[config.mk]
export PLATFORM = sky130hd
export DESIGN_NAME = tcr_readout
export DESIGN_NICKNAME = d
export VERILOG_FILES = /design/src/tcr_pkg.sv /design/src/tcr_readout.sv
export SDC_FILE = /design/constraint.sdc
export NUM_CORES = 1
export LEC_CHECK = 0
export BUFFER_PORTS_ARGS = -buffer_cell sky130_fd_sc_hd__buf_4
export CAP_MARGIN = 20
export CELL_PAD_IN_SITES_DETAIL_PLACEMENT = 0
export CELL_PAD_IN_SITES_GLOBAL_PLACEMENT = 1
export CORE_UTILIZATION = 55
export CTS_CLUSTER_DIAMETER = 100
export DETAILED_ROUTE_END_ITERATION = 16
export PLACE_DENSITY_LB_ADDON = 0.1
export SLEW_MARGIN = 20
export SYNTH_ARGS = -nofsm -noshare
export SYNTH_HDL_FRONTEND = slang
export SYNTH_SLANG_ARGS = --single-unit
[constraint.sdc]
create_clock -name core_clk -period 4.3 [get_ports core_clk]
set_input_delay 0.86 -clock core_clk [delete_from_list [all_inputs] [get_ports core_clk]]
set_output_delay 0.86 -clock core_clk [all_outputs]
set_load 0.05 [all_outputs]
[src/tcr_pkg.sv]
// Function
// - three phases: die, thermocouple, fault check
// - die phase: cold-junction and ground closed
// - thermocouple phase: ground and converter closed
// - fault phase: only fault switches closed
// - separate flags for supply, ground, open
// - flags sit at frame bits two to zero
// - fault bit is OR of three flags
// - conversions run during serial activity until the fifo fills
// - frame updates only while select high
// - sign bit driven as select falls
// - bits shift out on falling serial clock
// - select may rise anytime; transfer ends cleanly
// - open input reads sign zero, rest ones
// - top fourteen bits: compensated quarter-degree temperature
// - bits fifteen to four: die temperature
// - reserved bits seventeen and three read zero
// - die measured before thermocouple voltage
// - signed sum of thermocouple and die
// - select active low enables interface
`default_nettype none
package tcr_pkg;
    localparam int FRAME_W = 32;
    localparam int TC_W = 14;
    localparam int DIE_W = 12;
    localparam int ADC_W = 14;
    // die step is a quarter of the thermocouple step
    localparam int DIE_SHIFT = 2;
    localparam int CLK_PERIOD_NS = 10;
    // longest select-to-data time, rounded down
    localparam int SEL_DELAY_NS = 100;
    localparam int SEL_DELAY_CYC = (SEL_DELAY_NS / CLK_PERIOD_NS < 1) ? 1 : SEL_DELAY_NS / CLK_PERIOD_NS;
    // settling time of the fault comparators, rounded up
    localparam int FAULT_SETTLE_NS = 2000;
    localparam int FAULT_SETTLE_CYC = (FAULT_SETTLE_NS + CLK_PERIOD_NS - 1) / CLK_PERIOD_NS;
    localparam int FIFO_DEPTH = 16;
    // frame bit positions
    localparam int BIT_SIGN = 31;
    localparam int BIT_TC_LSB = 18;
    localparam int BIT_RSV_HI = 17;
    localparam int BIT_FAULT = 16;
    localparam int BIT_DIE_LSB = 4;
    localparam int BIT_RSV_LO = 3;
    localparam int BIT_SCV = 2;
    localparam int BIT_SCG = 1;
    localparam int BIT_OC = 0;
    localparam logic [TC_W-1:0] TC_OPEN_CODE = 14'h1fff;
    // synchroniser slots: select, serial clock, three comparators
    localparam int SY_CS = 0;
    localparam int SY_SCK = 1;
    localparam int SY_VCC = 2;
    localparam int SY_GND = 3;
    localparam int SY_OPEN = 4;
    localparam int SY_N = 5;
    localparam logic [SY_N-1:0] SYNC_RST = 5'h01;

    typedef struct packed {
        logic fault_detect_switch_a;
        logic fault_detect_switch_b;
        logic ground_reference_switch;
        logic thermocouple_adc_switch;
        logic cold_junction_switch;
    } tcr_sw_t;

    localparam tcr_sw_t SW_OFF = 5'h00;
    localparam tcr_sw_t SW_DIE = 5'h05;
    localparam tcr_sw_t SW_TC = 5'h06;
    localparam tcr_sw_t SW_FLT = 5'h18;

    typedef struct packed {
        logic [TC_W-1:0] tc;
        logic [DIE_W-1:0] die;
        logic short_to_supply_flag;
        logic short_to_ground_flag;
        logic open_circuit_flag;
    } tcr_result_t;

    localparam tcr_result_t RESULT_RST = '0;
endpackage
`default_nettype wire

[src/tcr_readout.sv]
`timescale 1ns/1ps
`default_nettype none

// small flop-based fifo, width and depth as parameters
module tcr_fifo #(
    parameter int W = 8,
    parameter int DEPTH = 16
) (
    // clock and reset
    input wire logic clk,
    input wire logic reset,
    // fill side
    input wire logic in_valid,
    output logic in_ready,
    input wire logic [W-1:0] in_data,
    // drain side
    output logic out_valid,
    input wire logic out_ready,
    output logic [W-1:0] out_data
);
    localparam int AW = $clog2(DEPTH);
    logic [W-1:0] mem_r [DEPTH];
    logic [AW:0] wr_r;
    logic [AW:0] rd_r;
    wire push = in_valid && in_ready;
    wire pop = out_valid && out_ready;
    wire empty = (wr_r == rd_r);
    wire full = (wr_r[AW] != rd_r[AW]) && (wr_r[AW-1:0] == rd_r[AW-1:0]);

    // honest flags straight from the pointers
    assign in_ready = !full;
    assign out_valid = !empty;
    assign out_data = mem_r[rd_r[AW-1:0]];

    // pointer update
    always_ff @(posedge clk) begin
        if (reset) begin
            wr_r <= '0;
            rd_r <= '0;
        end else begin
            if (push)
                wr_r <= wr_r + 1'b1;
            if (pop)
                rd_r <= rd_r + 1'b1;
        end
    end

    // storage, no reset needed
    always_ff @(posedge clk) begin
        if (push)
            mem_r[wr_r[AW-1:0]] <= in_data;
    end
endmodule

module tcr_readout #(
    parameter int FAULT_SETTLE = tcr_pkg::FAULT_SETTLE_CYC,
    parameter int DEPTH = tcr_pkg::FIFO_DEPTH
) (
    // clock and reset
    input wire logic core_clk,
    input wire logic reset,
    // serial pins, select active low
    input wire logic cs_n,
    input wire logic sck,
    output logic so_data,
    output logic so_oe,
    // converter handshake
    output logic adc_start,
    input wire logic adc_done,
    input wire logic [tcr_pkg::ADC_W-1:0] adc_result,
    // fault comparator levels, asynchronous
    input wire logic cmp_short_vcc,
    input wire logic cmp_short_gnd,
    input wire logic cmp_open,
    // analog switch controls
    output tcr_pkg::tcr_sw_t sw_ctrl
);
    localparam int SEL_CYC = tcr_pkg::SEL_DELAY_CYC;
    localparam int CW = $clog2(FAULT_SETTLE + 1);
    localparam int RW = $bits(tcr_pkg::tcr_result_t);

    typedef enum logic [2:0] {
        ST_DIE_START,
        ST_DIE_WAIT,
        ST_TC_START,
        ST_TC_WAIT,
        ST_FLT,
        ST_PUSH
    } tcr_state_t;

    tcr_state_t st_r;
    tcr_state_t st_nxt;
    tcr_pkg::tcr_sw_t sw_r;
    tcr_pkg::tcr_sw_t sw_nxt;
    logic [CW-1:0] cnt_r;
    logic [tcr_pkg::DIE_W-1:0] die_r;
    logic [tcr_pkg::TC_W-1:0] tc_raw_r;
    logic [2:0] flt_r;
    logic [tcr_pkg::SY_N-1:0] s1_r;
    logic [tcr_pkg::SY_N-1:0] s2_r;
    logic sck_d_r;
    logic [tcr_pkg::FRAME_W-1:0] shift_r;
    tcr_pkg::tcr_result_t lat_r;
    tcr_pkg::tcr_result_t lat_nxt;
    tcr_pkg::tcr_result_t res;
    tcr_pkg::tcr_result_t fifo_out;
    logic [RW-1:0] fifo_out_bits;
    logic fifo_in_ready;
    logic fifo_out_valid;

    // two flops on select, serial clock and each comparator level
    always_ff @(posedge core_clk) begin
        if (reset) begin
            s1_r <= tcr_pkg::SYNC_RST;
            s2_r <= tcr_pkg::SYNC_RST;
            sck_d_r <= 1'b0;
        end else begin
            s1_r <= {cmp_open, cmp_short_gnd, cmp_short_vcc, sck, cs_n};
            s2_r <= s1_r;
            sck_d_r <= s2_r[tcr_pkg::SY_SCK];
        end
    end

    // select is active low; interface live only while it is low
    wire cs_high = s2_r[tcr_pkg::SY_CS];
    wire sck_fall = sck_d_r && !s2_r[tcr_pkg::SY_SCK];

    // sequencer: die, thermocouple, fault, then hand off result
    always_comb begin
        st_nxt = st_r;
        case (st_r)
            ST_DIE_START: st_nxt = ST_DIE_WAIT;
            ST_DIE_WAIT: if (adc_done) st_nxt = ST_TC_START;
            ST_TC_START: st_nxt = ST_TC_WAIT;
            ST_TC_WAIT: if (adc_done) st_nxt = ST_FLT;
            ST_FLT: if (cnt_r == CW'(FAULT_SETTLE - 1)) st_nxt = ST_PUSH;
            // only a full fifo stalls; it fills while select is held low
            ST_PUSH: if (fifo_in_ready) st_nxt = ST_DIE_START;
            default: st_nxt = ST_DIE_START;
        endcase
    end

    // switch set follows the phase being entered
    always_comb begin
        case (st_nxt)
            ST_DIE_START, ST_DIE_WAIT: sw_nxt = tcr_pkg::SW_DIE;
            ST_TC_START, ST_TC_WAIT: sw_nxt = tcr_pkg::SW_TC;
            ST_FLT: sw_nxt = tcr_pkg::SW_FLT;
            default: sw_nxt = tcr_pkg::SW_OFF;
        endcase
    end

    assign sw_ctrl = sw_r;
    assign adc_start = (st_r == ST_DIE_START) || (st_r == ST_TC_START);

    // phase state and settle counter
    always_ff @(posedge core_clk) begin
        if (reset) begin
            st_r <= ST_DIE_START;
            sw_r <= tcr_pkg::SW_DIE; // reset state already starts a die conversion
            cnt_r <= '0;
        end else begin
            st_r <= st_nxt;
            sw_r <= sw_nxt;
            cnt_r <= (st_r == ST_FLT) ? cnt_r + 1'b1 : '0;
        end
    end

    // converter and comparator captures
    always_ff @(posedge core_clk) begin
        if (reset) begin
            die_r <= '0;
            tc_raw_r <= '0;
            flt_r <= '0;
        end else begin
            if (st_r == ST_DIE_WAIT && adc_done)
                die_r <= adc_result[tcr_pkg::DIE_W-1:0];
            if (st_r == ST_TC_WAIT && adc_done)
                tc_raw_r <= adc_result;
            // one flag per condition, sampled after settling
            if (st_nxt == ST_PUSH && st_r == ST_FLT)
                flt_r <= s2_r[tcr_pkg::SY_OPEN:tcr_pkg::SY_VCC];
        end
    end

    // die to quarter-degree steps, sign kept for cold ends below zero
    wire [tcr_pkg::TC_W-1:0] die_q = {{(tcr_pkg::TC_W - tcr_pkg::DIE_W + tcr_pkg::DIE_SHIFT){die_r[tcr_pkg::DIE_W-1]}},
        die_r[tcr_pkg::DIE_W-1:tcr_pkg::DIE_SHIFT]};
    wire [tcr_pkg::TC_W-1:0] tc_sum = tc_raw_r + die_q;
    wire open_now = flt_r[2];

    // result word; an open input forces the fixed open code
    always_comb begin
        res.tc = open_now ? tcr_pkg::TC_OPEN_CODE : tc_sum;
        res.die = die_r;
        res.short_to_supply_flag = flt_r[0];
        res.short_to_ground_flag = flt_r[1];
        res.open_circuit_flag = open_now;
    end

    tcr_fifo #(
        .W(RW),
        .DEPTH(DEPTH)
    ) u_fifo (
        .clk(core_clk),
        .reset(reset),
        .in_valid(st_r == ST_PUSH),
        .in_ready(fifo_in_ready),
        .in_data(res),
        .out_valid(fifo_out_valid),
        .out_ready(cs_high),
        .out_data(fifo_out_bits)
    );

    assign fifo_out = fifo_out_bits;
    // drain only with select high so a read sees one frozen frame
    assign lat_nxt = (fifo_out_valid && cs_high) ? fifo_out : lat_r;

    // frame layout: temp, reserved, fault, die, reserved, flags
    wire fault_any = lat_nxt.short_to_supply_flag | lat_nxt.short_to_ground_flag |
        lat_nxt.open_circuit_flag;
    wire [tcr_pkg::FRAME_W-1:0] frame_nxt = {lat_nxt.tc, 1'b0, fault_any, lat_nxt.die, 1'b0,
        lat_nxt.short_to_supply_flag, lat_nxt.short_to_ground_flag,
        lat_nxt.open_circuit_flag};

    // latch and shifter; reload while deselected ends any partial read
    always_ff @(posedge core_clk) begin
        if (reset) begin
            lat_r <= tcr_pkg::RESULT_RST;
            shift_r <= '0;
        end else begin
            lat_r <= lat_nxt;
            if (cs_high)
                shift_r <= frame_nxt;
            else if (sck_fall)
                shift_r <= {shift_r[tcr_pkg::FRAME_W-2:0], 1'b0};
        end
    end

    // sign bit already waits in the top of the shifter
    assign so_data = shift_r[tcr_pkg::BIT_SIGN];
    assign so_oe = !cs_high;
endmodule

`default_nettype wire

# Word-level counts from Yosys, hierarchy flattened
# Memories as Yosys holds them, arrays and structs flattened. A register that Yosys moved wholly into a read port is not among the register bits.
# Index checks and enable logic that the tools add are counted.
[totals]
reg_bits = 127
ram_bits = 464
elab_cells = 77
mem_count = 1
[op_classes]
n_addsub = 4
n_eq_ne = 14
n_mux = 14
bitwise_logic = 3
n_reduce_logical = 19
[mem_list]
columns = ["memory", "depth", "width", "rd", "rd_clocked_by_memory_dff", "write_ports", "line", "text"]
rows = [
  ["u_fifo.mem_r", 16, 29, 1, 1, 1, "tcr_readout.sv:22", "logic [W-1:0] mem_r [DEPTH];"],
]
[ops]
columns = ["operator", "count"]
rows = [
  ["$mux W32", 2],
  ["$mux W29", 1],
  ["$pmux W3 S6", 1],
  ["$pmux W5 S3", 1],
  ["$add A14 B14 Y14", 1],
  ["$mux W14", 1],
  ["$eq A3 B2 Y1 const B", 4],
  ["$eq A3 B3 Y1 const B", 4],
  ["$mux W3", 4],
  ["$add A5 B1 Y5 const B", 2],
  ["$add A8 B1 Y8 const B", 1],
  ["$eq A8 B8 Y1 const B", 1],
  ["$mux W4", 2],
  ["$reduce_or A2 Y1", 4],
  ["$logic_and A1 B1 Y1", 7],
  ["$eq A3 B1 Y1 const B", 2],
  ["$logic_not A3 Y1", 2],
  ["$eq A5 B5 Y1", 1],
  ["$eq A4 B4 Y1", 1],
  ["$logic_not A1 Y1", 4],
  ["$mux W1", 2],
  ["$or A1 B1 Y1", 2],
  ["$reduce_bool A2 Y1", 1],
  ["$logic_or A1 B1 Y1", 1],
  ["2 further kinds", 2],
]

# Longest topological paths before layout
# Gate-level depths: netlist of run 1.
[depth]
word_depth = 7
mapped_depth = 10

# Cells and area by module
# A second synthesis of run 1 with hierarchy kept.
[hier_totals]
cells_unflattened = 1350
hier_area_um2 = 23307.4
[modules_own_cells]
columns = ["mod", "instances", "cells_each", "area_per_inst_um2", "seq_area_each_um2"]
rows = [
  ["tcr_fifo", 1, 747, 18305.1, 14213.6],
  ["tcr_readout", 1, 603, 5002.3, 2322.2],
]

# Worst setup path before layout of run 1
# Ideal clock, no wire load.
[synth_timing]
kind = "register -> register"
startpoint = "register u_fifo.wr_r[2]"
endpoint = "memory u_fifo.mem_r[3][0] in the netlist's numbering (enable)"
arrival_ns = 3.368
slack_ns = 0.481
stages_incl_launch_ff = 7
synth_period_minus_slack_ns = 3.819
path_cell_list = "dfxtp_1 buf_2 xor2_1 nor4_2 a211oi_2 nand2_1 nor3_1"
[synth_between]
elab_chain_len = 6
[synth_lines]
columns = ["element", "line", "text"]
rows = [
  ["start, declared", "tcr_readout.sv:23", "logic [AW:0] wr_r;"],
  ["start signal, assigned", "tcr_readout.sv:42", "wr_r <= wr_r + 1'b1;"],
  ["$eq A4 B4 Y1", "tcr_readout.sv:28", "wire full = (wr_r[AW] != rd_r[AW]) && (wr_r[AW-1:0] == rd_r[AW-1:0]);"],
  ["$logic_and A1 B1 Y1", "tcr_readout.sv:28", ""],
  ["$logic_not A1 Y1", "tcr_readout.sv:31", "assign in_ready = !full;"],
  ["$logic_and A1 B1 Y1", "tcr_readout.sv:25", "wire push = in_valid && in_ready;"],
  ["$mux W1", "tcr_readout.sv:50", "if (push)"],
  ["$mux W1 (implied by the code)", "tcr_readout.sv:51", "mem_r[wr_r[AW-1:0]] <= in_data;"],
  ["end, declared", "tcr_readout.sv:22", ""],
]
# Several ways; a longest one is shown, not always the timed one.

==> reports/metrics.cfg, run 1 <==
[die]
core-area_mm2 = 0.04185
die_y_um = 207.8
dieArea_mm2 = 0.04319
start_util_pct = 55.67
rows = 75
die_w_um = 207.8
io_pins = 30

[clock_tree]
post_cts_buffers = 0
htree_levels = 2
clk_pin_slew_ns = 0.06
numCtsBuffers = 59
cts.sinks = 594
clockBufferDepth = 3
cts_root_buf = clkbuf_16
cts_resized = 0
holdBufCountCts = 0
insertion_delay_ns = 0.61
cts_tree = done

[job]
cap_violations = 0

[setup_path]
reg2reg_depth = 8
cp-end-kind = flip-flop
crit_buf_inv = 0
crit_type = reg -> reg
worst_path_largest_cell_delay_ns = 0.77
crit-reg2reg-launch = die_r[3]$_SDFFE_PP0P_
path_cells = ha_1 > a21o_1 > a21oi_1 > o21ai_1 > a2111oi_2 > nor2_1 > nand2_1 > nand4_1
arrival_ns = 3.51
crit_slowest_cell = a2111oi_2
cp_top_family = compound AO/OA/AOI/OAI gates
startpoint_type = flip-flop
cp_max_fo = 19
ff2ff_setup_slack_ns = 0.93
crit_required_ns = 4.45
r2r_end = u_fifo.mem_r[4][28]$_DFFE_PP_

[sta]
skew_ns = 0.01449
min_period_ns = 3.366
fmax_mhz = 297.1
finalSetupViolations = 0
min_period_over_period_pct = 78.28
grt_setup_unrepaired = false
drv_slew = 0
slew_headroom_pct = 30.59
worst_pin_slew_ns = 1.040
tns_ns = 0
hold_viol = 0

[finish]
n_antenna_cell = 0
instances_no_fill = 1920
drive_gt1_share_pct = 20.85
fin_util_pct = 62.23
nFillCells = 2991
final_area_mm2 = 0.02605
area_growth_pct = 11.78
seqCellArea_mm2 = 0.01655
fin_nets = 1374
multi_input_area_mm2 = 0.006341

[worst_hold_path]
min_to = s2_r[0]$_SDFF_PP1_
hold_depth = 1
hold_path_class = reg -> reg
hold_start = s1_r[0]$_SDFF_PP1_

[route]
drt_pass1_iterations = 5
detail_route.vias_per_cell = 5.939
routed_wl_mm = 48.68
num_vias = 11400
drtIter0Drc = 1040
ant_nets = 0
drc = 0
wire_per_inst_um = 25.35

[status]
status = completed

[synthesis]
synth-edff-count = 464
syn_avg_cell_area_um2 = 18.32
synth-seq-cells = 594
synth_nets = 1314
yosysMostFrequentCell = edfxtp_1
async_flop_share_pct = 0
ys_top_cells_by_area = edfxtp_1 60%, dfxtp_1 11%, mux4_2 10%, mux4_1 4.2%, mux2i_1 2.8%
synth_largest_area_cell = edfxtp_1
synth-compound-area-share_pct = 3.082
ys_seq_area_share_pct = 70.97
synth-simple-area-share_pct = 4.221
synth_common_cells = 464 x edfxtp_1, 130 x dfxtp_1, 106 x mux4_2
syn_area_mm2 = 0.02330
synthAdderAreaFrac_pct = 1.106
ys_types = 51
synthMuxAreaShare_pct = 17.31
synth_top_family_by_area = multiplexers
yosysTopAreaCellShare_pct = 59.80
synth_xor_area_share_pct = 0.9773
synth_cells = 1272
ys_warn_count = 0
synth_ff_type = edfxtp_1

[power]
max-vdd-ir-drop_uv = 315.2
leakagePower_nw = 8.941
power_density_mw_per_mm2 = 503.4

[placed_design]
numPlacedInstances = 1810
placedInstanceArea_mm2 = 0.02419
gp_congestion = 0.7406
port_buffers = 29
hpwl_mm = 28.20

[global_route]
antenna_found_initial = 0
grt_max_degree = 80
grt_pass1_vias = 11420
grt_pass1_wl_mm = 73.30
grtUsageTotal_pct = 23.25
grt_overflow_total = 0

## cell families after synthesis
group | count (synthesis)
DFF | 594
buffers and inverters | 86
and+or+nand+nor | 217
muxes | 210
AOI/OAI and AO/OA | 119
adders and majority gates | 20
xor gates and xnor gates | 26
## per-stage QoR
stage                     setup slack [ns]  hold slack (ns)  total power [mW]
final                               0.9339           0.4143             13.11
after floorplan                     0.4809           0.3895             8.020
after global routing                0.6017           0.4297             13.59
after detailed placement            0.9563           0.4113             8.370
after CTS                           0.9235           0.4071             13.27
after global placement               1.043           0.3979             8.351
## state kept, by name (all words and copies together) (netlist names), named ones only
signal	flops
tc_raw_r	14
s1_r	5
lat_r	29
st_r	3
u_fifo.mem_r	464
u_fifo.wr_r	5
s2_r	5
sck_d_r	1
die_r	12
sw_ctrl	4
u_fifo.rd_r	5
flt_r	3
cnt_r	8
shift_r	32
## layout by cell type, fill, tap and decap left out, types with 3 or more instances in the layout
master / count
ha_1: 19
clkbuf_8: 7
buf_12: 4
edfxtp_1: 464
clkinv_1: 5
nand2_1: 66
a21oi_1: 65
a211oi_1: 4
mux4_1: 37
a21boi_1: 26
clkbuf_16: 61
nor3_1: 9
nand3_1: 6
or2_2: 3
mux4_2: 106
clkbuf_1: 27
nor3_2: 5
inv_1: 14
dfxtp_1: 126
and3_1: 4
buf_4: 67
or3_1: 4
nand4_1: 3
nor2_4: 12
clkinv_2: 6
nand2b_1: 13
xor2_1: 15
mux2i_1: 65
o21ai_0: 9
nor2b_1: 16
nor2_1: 66
xnor2_1: 11
## routing by layer
metal | track usage (%) | share of wire [%] | up-vias
met5 | 0 | 0 | -
met3 | 3.011 | 4.4 | 62
met1 | 34.88 | 47 | 5942
met4 | 6.539 | 1.8 | 0
li1 | - | - | 5132
met2 | 36.23 | 47 | 267
## power by group
group | leakage [nW] | internal [mW] | switching (mW) | total, mW
registers | 5.33 | 6.35 | 0.187 | 6.54
logic | 2.71 | 0.909 | 0.766 | 1.68
clock network | 0.898 | 2.85 | 2.05 | 4.90
## how the worst max path moves through the flow
stage                           startpoint                        endpoint  cells past startpoint
2_1_floorplan  u_fifo.wr_r[2]$_SDFFE_PP0P_    u_fifo.mem_r[3][0]$_DFFE_PP_                      6
4_1_cts              die_r[4]$_SDFFE_PP0P_   u_fifo.mem_r[4][23]$_DFFE_PP_                      8
3_5_place_dp         die_r[4]$_SDFFE_PP0P_   u_fifo.mem_r[4][23]$_DFFE_PP_                      8
6_report             die_r[3]$_SDFFE_PP0P_   u_fifo.mem_r[4][28]$_DFFE_PP_                      8
3_3_place_gp         die_r[3]$_SDFFE_PP0P_  u_fifo.mem_r[14][28]$_DFFE_PP_                      8
5_1_grt              die_r[4]$_SDFFE_PP0P_   u_fifo.mem_r[7][23]$_DFFE_PP_                      8
## layout make-up
class                      instances  area share, %
timing repair buffer              71          2.239
clock buffer                      95          6.620
sequential                       594          63.53
multi-input combinational        592          24.35
inverter                          14         0.2018
clock inverter                    15         0.4804
tap                              539          2.589
(Power assumes the default switching activity.)
==> run 2: changes to the inputs <==
Clock period 4.3 ns to 3.3 ns, I/O delays scaled along.
==> run 2 against run 1 <==
Effect of this change: sequential power up 29%; combinational power is 40% higher; power rose by 29%; fmax increased by 17%; final cell count rose by 0.78%; register-to-register slack got worse by 0.50 ns; highest routed layer unchanged; utilization increased by 0.51 points.
==> reports/metrics.cfg, run 2 (same netlist as run 1, synthesis figures left out) <==
[sta]
slew_headroom_pct = 31.45  ; +0.86 points
skew_ns = 0.01874  ; +0.004250 ns
fmax_mhz = 348.4  ; +17%
whs_ns = 0.2514  ; -0.1629 ns
hold_viol = 0  ; unchanged
grt_setup_unrepaired = false
worst_pin_slew_ns = 1.028  ; -0.01175 ns
finalSetupViolations = 0  ; unchanged
min_period_ns = 2.870  ; -0.4956 ns
fin_ws_ns = 0.4295  ; -0.5044 ns
min_period_over_period_pct = 86.98  ; +8.7 points
drv_slew = 0  ; unchanged

[setup_path]
path_cells = ha_1 > inv_1 > fa_1 > nor2b_1 > o21ai_0 > a21boi_0 > nor4_1 > buf_4 > o21ai_0 > xnor2_1 > nand2b_1
worst_path_largest_cell_delay_ns = 0.37  ; -0.40 ns
cp_top_family = compound AO/OA/AOI/OAI gates
startpoint_type = flip-flop
ff2ff_setup_slack_ns = 0.43  ; -0.50 ns
reg2reg_depth = 11  ; +3
critPathCapture = u_fifo.mem_r[11][27]$_DFFE_PP_
arrival_ns = 3.10  ; -0.41 ns
r2r_end = u_fifo.mem_r[11][27]$_DFFE_PP_
cp_max_fo = 16  ; -3
cp-end-kind = flip-flop
crit_required_ns = 3.53  ; -0.92 ns
crit_cells = 11  ; +3
crit_slowest_cell = fa_1
crit_buf_inv = 2  ; +2
crit-reg2reg-launch = die_r[2]$_SDFFE_PP0P_
path_common_cell = o21ai_0
critPathLaunch = die_r[2]$_SDFFE_PP0P_
crit_type = reg -> reg

[clock_tree]
clk_pin_slew_ns = 0.06  ; about the same
holdBufCountCts = 0  ; unchanged
cts_root_buf = clkbuf_16
cts_resized = 0  ; unchanged
htree_levels = 2  ; unchanged
post_cts_buffers = 0  ; unchanged
numCtsBuffers = 58  ; -1.7%
cts_tree = done
insertion_delay_ns = 0.61  ; about the same
clockBufferDepth = 3  ; unchanged
cts.sinks = 594  ; unchanged

[power]
power_density_mw_per_mm2 = 643.0  ; +28%
pwr-share-seq_pct = 49.8  ; about the same
power_switching_share_pct = 23.60  ; +0.70 points
leakagePower_nw = 9.026  ; +0.95%
internal-power_mw = 12.90  ; +28%
clock_power_share_pct = 36.2  ; -1.1 points
max-vdd-ir-drop_uv = 440.8  ; +40%
combPwrFrac_pct = 14.0  ; +1.2 points
p_sw_mw = 3.986  ; +33%

[die]
die_y_um = 207.8  ; unchanged
dieArea_mm2 = 0.04319  ; unchanged
core-area_mm2 = 0.04185  ; unchanged
start_util_pct = 55.67  ; unchanged
io_pins = 30  ; unchanged
die_w_um = 207.8  ; unchanged
rows = 75  ; unchanged

[route]
wl_met2_mm = 23.40  ; +1.7%
num_vias = 11530  ; +1.1%
drt-met1-wl_mm = 22.27  ; -1.6%
top_layer_used = met4
routed_wl_mm = 49.89  ; +2.5%
wire_per_inst_um = 25.78  ; +1.7%
drt_pass1_iterations = 5  ; unchanged
ant_nets = 0  ; unchanged
detail_route.vias_per_cell = 5.958  ; +0.32%
drc = 0  ; unchanged
wl_met3_mm = 3.301  ; +54%
drtIter0Drc = 1054  ; +1.3%

[placed_design]
hpwl_mm = 30.08  ; +6.7%
dpl_worst_slack_ns = 0.4547  ; -0.5016 ns
gp_congestion = 0.7682  ; +3.7%
port_buffers = 29  ; unchanged

[finish]
drive_gt1_share_pct = 21.94  ; +1.1 points
nFillCells = 2987  ; -0.13%
largest_reg_flops = 464  ; unchanged
area_growth_pct = 12.69
final_common_cell = edfxtp_1
final_cell_mix = 464 x edfxtp_1, 126 x dfxtp_1, 106 x mux4_2
fin_nets = 1390  ; +1.2%
fin_util_pct = 62.74  ; +0.51 points

[global_route]
grt_pass1_vias = 11580  ; +1.3%
grt_overflow_total = 0  ; unchanged
antenna_found_initial = 1  ; +1
grtUsageTotal_pct = 23.72  ; +0.47 points
grt_pass1_wl_mm = 74.62  ; +1.8%
grt_max_degree = 72  ; -10%

[status]
status = completed

[job]
cap_violations = 0  ; unchanged

[worst_hold_path]
hold_path_class = in -> reg

==> run 2: final cells by class <==
type	instances	area [um2]	share of cell area, %
tap	539	674.4	2.568
clock buffer	69	1514	5.765
timing repair buffer	88	898.4	3.421
clock inverter	38	227.7	0.8672
multi-input combinational	592	6344	24.16
antenna	1	2.502	0.009530
inverter	14	52.55	0.2001
sequential	594	16550	63.01
==> run 2: stage by stage <==
step	std cells	setup TNS, ns	power [mW]	cell area [um2]
final	1935	0	16.89	26260
after global routing	1934	0	17.49	26260
after CTS	1934	0	17.04	26260
after detailed placement	1827	0	10.97	24510
after global placement	1827	0	10.94	24510
after floorplan	1272	-42.47	10.45	23310
==> run 2: worst min path at each step <==
stage / from / endpoint / slack [ns] / cells after the start
floorplan: s1_r[0]$_SDFF_PP1_ / s2_r[0]$_SDFF_PP1_ / 0.39 / 1
global placement: s1_r[0]$_SDFF_PP1_ / s2_r[0]$_SDFF_PP1_ / 0.40 / 1
detailed placement: s1_r[0]$_SDFF_PP1_ / s2_r[0]$_SDFF_PP1_ / 0.40 / 1
CTS: cs_n / s1_r[0]$_SDFF_PP1_ / 0.22 / 2
global route: cs_n / s1_r[0]$_SDFF_PP1_ / 0.23 / 2
finish: cs_n / s1_r[0]$_SDFF_PP1_ / 0.25 / 2
==> run 2: power by group through the flow <==
stage	sequential, mW	combinational [mW]	clock [mW]
after global placement	8.57	2.37	0
after CTS	8.41	2.40	6.22
after detailed placement	8.57	2.40	0
after floorplan	8.53	1.92	0
final	8.41	2.36	6.12
after global routing	8.43	2.55	6.50
==> run 2: routing by layer <==
metal  vias up  GRT usage, %
li1       5179             -
met1      5958         35.00
met2       322         36.33
met3        70         5.401
met4         0         5.619
met5         -             0
